### src/core/eeprom_host_pkg.sv
// constants and types for the parallel eeprom page-write host controller
// Notes on behaviour
// - write starts on strobe low pulse with select low and gate high.
// - host gives next falling strobe within 150 us of previous rising strobe.
// - host keeps page address on A6..A14 at every falling strobe of a page.
// - host polls data bit 7 for completion before any new access.
package eeprom_host_pkg;
	localparam int ADDR_W        = 15;
	localparam int DATA_W        = 8;
	localparam int PAGE_BYTES    = 64;
	localparam int OFFS_W        = 6;
	localparam int CLK_PERIOD_PS = 25000;
	// bus phase lengths (ns), rounded up to cycles
	localparam int SETUP_NS      = 50;
	localparam int PULSE_NS      = 100;
	localparam int HIGH_NS       = 50;
	localparam int READ_NS       = 120;
	localparam int SETUP_CYC     = (SETUP_NS * 1000 + CLK_PERIOD_PS - 1) / CLK_PERIOD_PS;
	localparam int PULSE_CYC     = (PULSE_NS * 1000 + CLK_PERIOD_PS - 1) / CLK_PERIOD_PS;
	localparam int HIGH_CYC      = (HIGH_NS * 1000 + CLK_PERIOD_PS - 1) / CLK_PERIOD_PS;
	localparam int READ_CYC      = (READ_NS * 1000 + CLK_PERIOD_PS - 1) / CLK_PERIOD_PS;
	// page load window, longest time, rounded down
	localparam int LOAD_US       = 150;
	localparam int LOAD_CYC      = (LOAD_US * 1000000) / CLK_PERIOD_PS;
	// poll give-up time, 10 ms
	localparam int POLL_MS       = 10;
	localparam int POLL_CYC      = (POLL_MS * 1000000) / (CLK_PERIOD_PS / 1000);
	localparam int CNT_W         = 20;
	typedef enum logic [1:0] {CMD_READ, CMD_WRITE, CMD_WRITE_LAST} cmd_t;
endpackage

### src/core/phase_if.sv
// handshake between sequencer and phase timer
`timescale 1ns/10ps
`default_nettype none
interface phase_if;
	logic        start;
	logic [19:0] len;
	logic        done;
	modport seq (output start, output len, input done);
	modport tmr (input start, input len, output done);
endinterface
`default_nettype wire

### src/core/phase_timer.sv
// down counter timing one bus phase
`timescale 1ns/10ps
`default_nettype none
module phase_timer (
	input  wire logic clk_sys,
	input  wire logic arst_n,
	phase_if.tmr      ph
);
	logic [19:0] cnt_r;
	logic        busy_r;
	always_ff @(posedge clk_sys or negedge arst_n) begin
		if (!arst_n) begin
			cnt_r  <= 20'h00000;
			busy_r <= 1'b0;
		end else if (ph.start) begin
			cnt_r  <= ph.len;
			busy_r <= 1'b1;
		end else if (busy_r) begin
			cnt_r  <= cnt_r - 20'h00001;
			busy_r <= (cnt_r != 20'h00001);
		end
	end
	assign ph.done = busy_r && (cnt_r == 20'h00001);
endmodule
`default_nettype wire

### src/core/eeprom_host.sv
// host controller driving a parallel page-write eeprom
`timescale 1ns/10ps
`default_nettype none
module eeprom_host #(
	parameter int LOAD_CYCLES = eeprom_host_pkg::LOAD_CYC,
	parameter int POLL_CYCLES = eeprom_host_pkg::POLL_CYC
) (
	// clock and reset
	input  wire logic                              clk_sys,
	input  wire logic                              arst_n,
	// user request
	input  wire logic                              req_valid,
	input  wire eeprom_host_pkg::cmd_t             req_cmd,
	input  wire logic [eeprom_host_pkg::ADDR_W-1:0] req_addr,
	input  wire logic [eeprom_host_pkg::DATA_W-1:0] req_wdata,
	output logic                                   req_ready,
	// user answer
	output logic                                   rsp_valid,
	output logic [eeprom_host_pkg::DATA_W-1:0]     rsp_rdata,
	output logic                                   rsp_timeout,
	// memory pins
	output logic                                   chip_sel_n,
	output logic                                   out_gate_n,
	output logic                                   wr_strobe_n,
	output logic [eeprom_host_pkg::ADDR_W-1:0]     mem_addr,
	output logic [eeprom_host_pkg::DATA_W-1:0]     mem_dq_o,
	output logic                                   mem_dq_oe,
	input  wire logic [eeprom_host_pkg::DATA_W-1:0] mem_dq_i
);
	import eeprom_host_pkg::*;

	// refuse timings the counters cannot hold
	if (LOAD_CYCLES < SETUP_CYC + 4 || LOAD_CYCLES >= (1 << CNT_W)) begin : g_load_chk
		$error("LOAD_CYCLES out of range");
	end
	if (POLL_CYCLES < 4 || POLL_CYCLES >= (1 << CNT_W)) begin : g_poll_chk
		$error("POLL_CYCLES out of range");
	end

	//----------------------------------------
	// state
	//----------------------------------------
	typedef enum {
		S_IDLE, S_RD_SET, S_RD_WAIT, S_WR_SET, S_WR_PULSE, S_WR_HIGH,
		S_LOAD_GAP, S_POLL_SET, S_POLL_WAIT, S_POLL_HIGH
	} state_t;

	state_t                 state_r, state_nxt;
	logic [ADDR_W-1:0]      page_r;
	logic                   page_open_r;
	logic                   last_r;
	logic [DATA_W-1:0]      last_byte_r;
	logic [CNT_W-1:0]       gap_r;
	logic [CNT_W-1:0]       poll_r;

	phase_if ph ();
	phase_timer u_timer (
		.clk_sys (clk_sys),
		.arst_n  (arst_n),
		.ph      (ph)
	);

	//----------------------------------------
	// decode
	//----------------------------------------
	wire idle_take   = (state_r == S_IDLE) && req_valid;
	wire is_write    = (req_cmd != CMD_READ);
	wire same_page   = (req_addr[ADDR_W-1:OFFS_W] == page_r[ADDR_W-1:OFFS_W]);
	// page change or read while loading must close the page first
	wire need_close  = page_open_r && (!is_write || !same_page);
	// no take once the gap has run out: the next strobe would miss the window
	wire gap_take    = (state_r == S_LOAD_GAP) && req_valid && is_write && same_page &&
	                   (gap_r != '0);
	wire gap_expired = (state_r == S_LOAD_GAP) && (gap_r == '0);
	wire poll_match  = (mem_dq_i[DATA_W-1] == last_byte_r[DATA_W-1]);
	wire poll_give   = (poll_r == '0);
	wire take        = (idle_take && !need_close) || gap_take;

	always_comb begin
		state_nxt = state_r;
		ph.start  = 1'b0;
		ph.len    = 20'(SETUP_CYC);
		case (state_r)
			S_IDLE: if (idle_take) begin
				ph.start = 1'b1;
				if (need_close)
					state_nxt = S_POLL_SET;
				else if (is_write)
					state_nxt = S_WR_SET;
				else
					state_nxt = S_RD_SET;
			end
			S_RD_SET: if (ph.done) begin
				ph.start  = 1'b1;
				ph.len    = 20'(READ_CYC);
				state_nxt = S_RD_WAIT;
			end
			S_RD_WAIT: if (ph.done) state_nxt = S_IDLE;
			S_WR_SET: if (ph.done) begin
				ph.start  = 1'b1;
				ph.len    = 20'(PULSE_CYC);
				state_nxt = S_WR_PULSE;
			end
			S_WR_PULSE: if (ph.done) begin
				ph.start  = 1'b1;
				ph.len    = 20'(HIGH_CYC);
				state_nxt = S_WR_HIGH;
			end
			S_WR_HIGH: if (ph.done) begin
				if (last_r) begin
					ph.start  = 1'b1;
					state_nxt = S_POLL_SET;
				end else
					state_nxt = S_LOAD_GAP;
			end
			S_LOAD_GAP: begin
				if (gap_take) begin
					ph.start  = 1'b1;
					state_nxt = S_WR_SET;
				end else if (gap_expired || (req_valid && !(is_write && same_page))) begin
					ph.start  = 1'b1;
					state_nxt = S_POLL_SET;
				end
			end
			S_POLL_SET: if (ph.done) begin
				ph.start  = 1'b1;
				ph.len    = 20'(READ_CYC);
				state_nxt = S_POLL_WAIT;
			end
			S_POLL_WAIT: if (ph.done) begin
				ph.start  = 1'b1;
				ph.len    = 20'(HIGH_CYC);
				state_nxt = (poll_match || poll_give) ? S_IDLE : S_POLL_HIGH;
			end
			S_POLL_HIGH: if (ph.done) begin
				ph.start  = 1'b1;
				state_nxt = S_POLL_SET;
			end
			default: state_nxt = S_IDLE;
		endcase
	end

	//----------------------------------------
	// pin and answer registers
	//----------------------------------------
	wire rd_phase  = (state_nxt == S_RD_SET) || (state_nxt == S_RD_WAIT);
	wire pl_phase  = (state_nxt == S_POLL_SET) || (state_nxt == S_POLL_WAIT);
	wire wr_phase  = (state_nxt == S_WR_SET) || (state_nxt == S_WR_PULSE);
	wire in_write  = wr_phase || (state_nxt == S_WR_HIGH);
	wire poll_done = (state_r == S_POLL_WAIT) && ph.done && (poll_match || poll_give);

	always_ff @(posedge clk_sys or negedge arst_n) begin
		if (!arst_n) begin
			state_r     <= S_IDLE;
			chip_sel_n  <= 1'b1;
			out_gate_n  <= 1'b1;
			wr_strobe_n <= 1'b1;
			mem_addr    <= '0;
			mem_dq_o    <= '0;
			mem_dq_oe   <= 1'b0;
			req_ready   <= 1'b0;
			rsp_valid   <= 1'b0;
			rsp_rdata   <= '0;
			rsp_timeout <= 1'b0;
		end else begin
			state_r     <= state_nxt;
			// gate high through whole write; select and strobe low in pulse
			chip_sel_n  <= !(rd_phase || pl_phase || wr_phase);
			out_gate_n  <= !(rd_phase || pl_phase) || in_write;
			wr_strobe_n <= !(state_nxt == S_WR_PULSE);
			mem_dq_oe   <= in_write;
			if (take) begin
				mem_addr <= req_addr;
				mem_dq_o <= req_wdata;
			end
			if (idle_take && need_close)
				mem_addr <= page_r;
			req_ready   <= (state_nxt == S_IDLE) || (state_nxt == S_LOAD_GAP);
			rsp_valid   <= ((state_r == S_RD_WAIT) && ph.done) ||
			               (state_r == S_WR_HIGH && ph.done && !last_r) || poll_done;
			if ((state_r == S_RD_WAIT) && ph.done)
				rsp_rdata <= mem_dq_i;
			else if (poll_done)
				rsp_rdata <= mem_dq_i;
			rsp_timeout <= poll_done && !poll_match;
		end
	end

	//----------------------------------------
	// page tracking and timers
	//----------------------------------------
	always_ff @(posedge clk_sys or negedge arst_n) begin
		if (!arst_n) begin
			page_r      <= '0;
			page_open_r <= 1'b0;
			last_r      <= 1'b0;
			last_byte_r <= '0;
		end else begin
			if (take && is_write) begin
				page_r      <= req_addr;
				page_open_r <= 1'b1;
				last_r      <= (req_cmd == CMD_WRITE_LAST);
				last_byte_r <= req_wdata;
			end else if (state_nxt == S_POLL_SET && state_r != S_POLL_HIGH) begin
				page_open_r <= 1'b0;
			end
		end
	end

	always_ff @(posedge clk_sys or negedge arst_n) begin
		if (!arst_n) begin
			gap_r  <= '0;
			poll_r <= '0;
		end else begin
			// next falling strobe at the latest when device window ends
			if (state_nxt == S_LOAD_GAP && state_r != S_LOAD_GAP)
				gap_r <= CNT_W'(LOAD_CYCLES - 2 - SETUP_CYC);
			else if (gap_r != '0)
				gap_r <= gap_r - 1'b1;
			// polling gives up once POLL_CYCLES have run out
			if (state_r != S_POLL_SET && state_nxt == S_POLL_SET && state_r != S_POLL_HIGH)
				poll_r <= CNT_W'(POLL_CYCLES);
			else if (poll_r != '0)
				poll_r <= poll_r - 1'b1;
		end
	end
endmodule
`default_nettype wire

### config.mk
export PLATFORM = sky130hd
export DESIGN_NAME = eeprom_host
export DESIGN_NICKNAME = d
export VERILOG_FILES = /design/src/core/eeprom_host_pkg.sv /design/src/core/phase_if.sv /design/src/core/phase_timer.sv /design/src/core/eeprom_host.sv
export SDC_FILE = /design/constraint.sdc
export NUM_CORES = 1
export LEC_CHECK = 0
export ABC_CLOCK_PERIOD_IN_PS = 7900
export BUFFER_PORTS_ARGS = -buffer_cell sky130_fd_sc_hd__buf_2
export CAP_MARGIN = 25
export CORE_ASPECT_RATIO = 1.1
export CORE_MARGIN = 4
export CORE_UTILIZATION = 60
export DETAILED_ROUTE_END_ITERATION = 10
export GPL_TIMING_DRIVEN = 0
export PLACE_DENSITY = 0.79
export SYNTH_ARGS = -nofsm -noshare
export SYNTH_HDL_FRONTEND = slang
export SYNTH_HIERARCHICAL = 1
export SYNTH_SLANG_ARGS = --single-unit
### constraint.sdc
create_clock -name clk_sys -period 7.9 [get_ports clk_sys]
set_input_delay 0.79 -clock clk_sys [delete_from_list [all_inputs] [get_ports clk_sys]]
set_output_delay 0.79 -clock clk_sys [all_outputs]
set_load 0.01 [all_outputs]
; ---- Word level (Yosys, flattened, before mapping)
; Index checks and enable logic that the tools add are counted.
[op_classes]
addsub = 3
eq_ne = 29
mux = 40
n_reduce_logical = 62
[ops]
columns = op, n
row1 = 32-bit 2-to-1 mux, 11
row2 = 32-bit one-hot mux with 10 select lines, 1
row3 = "32-bit by 4-bit == test with 1-bit output, second input constant", 8
row4 = "32-bit by 3-bit == test with 1-bit output, second input constant", 7
row5 = 20-bit 2-to-1 mux, 6
row6 = "32-bit by 2-bit == test with 1-bit output, second input constant", 3
row7 = 32-bit zero test, 3
row8 = "32-bit by 5-bit == test with 1-bit output, second input constant", 2
row9 = "32-bit by 4-bit != test with 1-bit output, second input constant", 2
row10 = "20-bit by 1-bit subtractor with 20-bit output, second input constant", 3
row11 = 20-bit zero test, 2
row12 = 20-bit nonzero test, 2
row13 = "32-bit by 1-bit == test with 1-bit output, second input constant", 1
row14 = "32-bit by 5-bit != test with 1-bit output, second input constant", 1
row15 = 15-bit 2-to-1 mux, 2
row16 = 1-bit logical AND, 23
row17 = "20-bit by 1-bit == test with 1-bit output, second input constant", 1
row18 = "20-bit by 1-bit != test with 1-bit output, second input constant", 1
row19 = 8-bit 2-to-1 mux, 2
row20 = 1-bit logical OR, 14
row21 = 2-bit nonzero test, 7
row22 = 1-bit 2-to-1 mux, 11
row23 = 9-bit == test, 1
row24 = 1-bit zero test, 9
row25 = 9 further kinds, 11
[totals]
reg_bits = 156
wordCells = 153

; ---- Depth between registers and ports, before layout
[depth]
depth_word = 13
depth_mapped = 15

; ---- Modules after synthesis
; The synthesis kept the hierarchy.
[modules_own_cells]
columns = module, instances, cells_per_inst, area_per_inst_um2, seq_area_each_um2
row1 = eeprom_host, 1, 544, 5959.5, 3206.8
row2 = phase_timer, 1, 132, 1176.1, 525.5

; ---- Worst setup path after synthesis
; OpenSTA, ideal clock, no wires.
[synth_path]
kind = register -> register
startpoint = register u_timer.cnt_r[4]
endpoint = register poll_r[4]
arrival_ns = 3.505
required_time_ns = 7.781
path_slack_ns = 4.276
stages_incl_launch_ff = 16
cell_sequence = dfrtp_1 -> or4_1 -> buf_2 -> nor2_1 -> nand3_1 -> nor4_1 -> clkbuf_1 -> inv_1 -> o311ai_0 -> o211ai_1 -> a31oi_2 -> nand2_2 -> a311oi_2 -> buf_6 -> buf_4 -> nor2_1
[synth_between]
elab_chain_len = 8
[synth_lines]
columns = item, line_no
row1 = start: declaration, phase_timer.sv:9  ; logic [19:0] cnt_r;
row2 = start signal: assignment, phase_timer.sv:16  ; cnt_r <= ph.len;
row3 = start signal: assignment, phase_timer.sv:19  ; cnt_r <= cnt_r - 20'h00001;
row4 = 20-bit by 1-bit == test with 1-bit output (*), phase_timer.sv:23  ; assign ph.done = busy_r && (cnt_r == 20'h00001);
row5 = 1-bit logical AND (*), phase_timer.sv:23
row6 = named net ph.done, phase_if.sv:7  ; logic done;
row7 = "32-bit 2-to-1 mux, or another cell as far along", eeprom_host.sv:135  ; S_POLL_HIGH: if (ph.done) begin
row8 = 32-bit one-hot mux with 10 select lines (*), eeprom_host.sv:83  ; case (state_r)
row9 = named net state_nxt[0], eeprom_host.sv:48  ; state_t state_r, state_nxt;
row10 = 32-bit by 4-bit == test with 1-bit output (*), eeprom_host.sv:221  ; if (state_r != S_POLL_SET && state_nxt == S_POLL_SET && state_r != S_POLL_HIGH)
row11 = 1-bit logical AND (*) (2 in series), eeprom_host.sv:221
row12 = 20-bit 2-to-1 mux / 2-bit nonzero test (equally long branches), --
row13 = end signal: assignment, eeprom_host.sv:222  ; poll_r <= CNT_W'(POLL_CYCLES);
row14 = end signal: assignment, eeprom_host.sv:224  ; poll_r <= poll_r - 1'b1;
row15 = end: declaration, eeprom_host.sv:54  ; logic [CNT_W-1:0] poll_r;
; The timed path passes the listed nets; every way through them passes the cells marked *.
; A chain may end at the register's enable or synchronous reset.

; ---- Worst setup path after layout
[layout_path]
startpoint = register u_timer.cnt_r[4]
endpoint = register poll_r[13]
; The elaborated chain is that of the path after synthesis.

==> qor.yml <==
critical_path:
  arrival_ps: 4860
  cp-end-kind: "flip-flop"
  r2r-start: "u_timer/cnt_r[4]"
  crit_type: "flip-flop to flip-flop"
  worstPathRequired_ps: 8210
  reg2reg_slack_ps: 3340
  r2r-end: "poll_r[13]"
  cp-start-kind: "flip-flop"
  worstRegToRegCells: 15
  path_max_fanout: 10
synth:
  ys_seq_area_share_pct: 52.31
  synth_seq_cells: 149
  synth_compound_area_share_pct: 9.030
  synthSimpleGateAreaFrac_pct: 21.02
  ys_warn_count: 6
  synth_edf_count: 0
  async_flop_share_pct: 100.0
  synth_top_family_by_area: "simple AND/OR/NAND/NOR gates"
  muxShareOfSynthArea_pct: 7.908
  synth_cells: 676
  synthFlopType: "dfrtp_1"
  syn-cell-area_sq_um: 7136
  yosysTopAreaCell: "dfrtp_1"
  synth_adder_area_share_pct: 0.8767
  synth.top_cells.by_area: "dfrtp_1 (51%), nor2_1 (3.8%), xnor2_1 (3.7%), mux2_2 (3.6%), nand2_1 (2.6%)"
  yosysTopAreaCellShare_pct: 51.20
  synthXorXnorAreaFrac_pct: 5.892
  syn_avg_cell_area_sq_um: 10.56
  synth_cell_type_count: 70
routing:
  vias: 5510
  drt_iter0_markers: 354
  routedWlPerCell_microns: 15.59
  viasPerCell: 5.651
  drc: 0
  ant_nets: 0
  dr.pass1.iters: 5
  routed_wl_microns: 15200
floorplanning:
  dieArea_sq_um: 13700
  die_w_microns: 112.0
  fp.dieH_microns: 122.4
  rows: 41
  start_util_pct: 61.82
  pin_count: 74
  core_area_sq_um: 11540
placement:
  place.gp.congestion: 0.9414
  place.port_buffers: 73
  hpwl_microns: 10690
timing:
  final-setup-viol-count: 0
  finalHoldViolCount: 0
  max_freq_mhz: 219.5
  max-slew-margin-rel_pct: 49.24
  slew_viol_final: 0
  fin_setup_tns_ps: 0
  rsz0062_at_grt: "no"
  worstMarginPinSlew_ps: 754.4
  min_period_ps: 4555
  fin_worst_skew_ps: 8.106
  timing.final.crit_share_pct: 57.66
clock_tree:
  clk_latency_ps: 420
  cts.htree.levels: 4
  ctsLongestPathBuffers: 2
  cts_inserted_buffers: 17
  clkSlewWorstSetupHoldPaths_ps: 60
  cts.sinks: 149
  cts_resized: 0
  cts_tree: "built"
  cts_setup_buffers: 0
  cts-hold-fix-buffers: 0
  cts-root-buf: "clkbuf_16"
global_route:
  grt_max_degree: 81
  antenna_found_initial: 0
  grt_pass1_vias: 5511
  overflow: 0
  grt_usage_pct: 23.74
  grt_pass1_wl_microns: 26180
flow_run:
  max-cap-violations: 0
power_and_ir_drop:
  p_leak_nw: 3.918
  p_per_area_nw_per_um2: 206.4
  ir_worst_vdd_mv: 0.1822
layout:
  drive_above_1_share_pct: 19.64
  multi_input_comb_area_sq_um: 3361
  seqCellArea_sq_um: 3732
  utilization_pct: 73.01
  nNetsFinal: 854
  nFillCells: 863
  area_growth_pct: 18.10
  diodes: 0
min_path:
  hold_path.class: "input pin to async pin"
outcome:
  status: "complete, no violations"
-- Yosys cell counts (all sizes together), types with 6 or more instances --
| cell | count |
|---|---|
| xnor2 | 30 |
| xor2 | 18 |
| mux2i | 17 |
| dfrtp | 146 |
| nor2 | 73 |
| nor2b | 7 |
| nand2b | 16 |
| nand4 | 6 |
| nor3 | 29 |
| o21ai | 34 |
| nor4 | 20 |
| clkbuf | 21 |
| a31oi | 9 |
| mux2 | 32 |
| or4 | 15 |
| nand3b | 7 |
| nand3 | 15 |
| nand2 | 50 |
| a21oi | 33 |
| inv | 12 |
| or3 | 17 |
| buf | 8 |
-- kinds of logic (layout without fill, tap and decap cells) --
| group | after synthesis | in the layout |
|---|---|---|
| fa+ha+maj | 5 | 5 |
| buf+inv | 41 | 146 |
| flops | 149 | 149 |
| mux | 49 | 49 |
| compound gates | 102 | 102 |
| other cells | 1 | 45 |
| simple gates | 281 | 281 |
| xor+xnor | 48 | 48 |
-- where the power goes --
part	internal (W)	total (W)	switching, W
Sequential	0.000818	0.000870	0.0000520
Combinational	0.0000626	0.000138	0.0000754
Clock	0.000429	0.000731	0.000303
Total	0.00131	0.00174	0.000430
-- routing by layer --
layer	vias to the layer above	wire length (microns)	track usage (%)
met3	33	858	5.621
met4	0	354	9.617
met2	143	7619	39.51
li1	2645	-	-
met5	-	0	0
met1	2689	6367	30.28
-- layout make-up --
class / count / share of cell area [%]
multi-input combinational: 530 / 39.88
clock inverter: 13 / 1.307
timing repair buffer: 74 / 4.736
tap: 150 / 2.227
inverter: 12 / 0.5345
buffer: 29 / 1.930
clock buffer: 18 / 5.093
sequential: 149 / 44.29
-- registers in the layout (all words and copies together) (netlist names), 8 cells and up --
| name | flops |
|---|---|
| state_r | 32 |
| gap_r | 20 |
| poll_r | 20 |
| u_timer/cnt_r | 20 |
| mem_addr | 15 |
| page_r | 15 |
| mem_dq_o | 8 |
| rsp_rdata | 8 |
-- critical path: stages (launching register included) --
cell      delay (ps)
dfrtp_1          410
or4_1            490
buf_2            180
nor2_1           120
nand3_1           90
nor4_1           640
clkbuf_1         450
inv_1            200
o311ai_0         380
o211ai_1         220
a31oi_2          370
nand2_2          150
a311oi_2         330
buf_6            180
buf_4            180
nor2_1            70
-- metrics by stage --
| stage | instances | worst slack, ps | hold slack, ps | area (sq um) | total power (W) |
|---|---|---|---|---|---|
| after floorplan | 720 | 4276 | 463.2 | 7301 | 0.0009641 |
| after global placement | 943 | 3490 | 483.2 | 7854 | 0.001008 |
| after detailed placement | 944 | 3476 | 489.0 | 7888 | 0.001021 |
| after CTS | 975 | 3464 | 382.2 | 8427 | 0.001751 |
| after global routing | 975 | 3145 | 407.1 | 8427 | 0.001823 |
| final | 975 | 3345 | 362.0 | 8427 | 0.001739 |
-- cell usage in the layout (no fill, tap or decap), types with 8 or more instances in the layout --
| cell | count |
|---|---|
| mux2i_1 | 17 |
| xor2_1 | 18 |
| a31oi_1 | 8 |
| or3_1 | 17 |
| dfrtp_1 | 146 |
| o21ai_0 | 34 |
| nor4_1 | 20 |
| nor3_1 | 28 |
| inv_1 | 12 |
| nand3_1 | 15 |
| xnor2_1 | 30 |
| conb_1 | 45 |
| buf_2 | 74 |
| nand2_1 | 49 |
| nor2_1 | 72 |
| mux2_2 | 23 |
| a21oi_1 | 33 |
| nand2b_1 | 16 |
| clkbuf_16 | 17 |
| clkbuf_1 | 21 |
| or4_1 | 14 |
| mux2_4 | 9 |
-- worst max-delay path by stage --
stage,end,slack [ps],start
CTS,poll_r[13],3460,u_timer/cnt_r[4]
detailed placement,poll_r[13],3480,u_timer/cnt_r[4]
global route,poll_r[13],3150,u_timer/cnt_r[4]
floorplan,poll_r[4],4280,u_timer/cnt_r[4]
global placement,poll_r[10],3490,u_timer/cnt_r[4]
finish,poll_r[13],3340,u_timer/cnt_r[4]
Power figures use the tool's default switching activity.
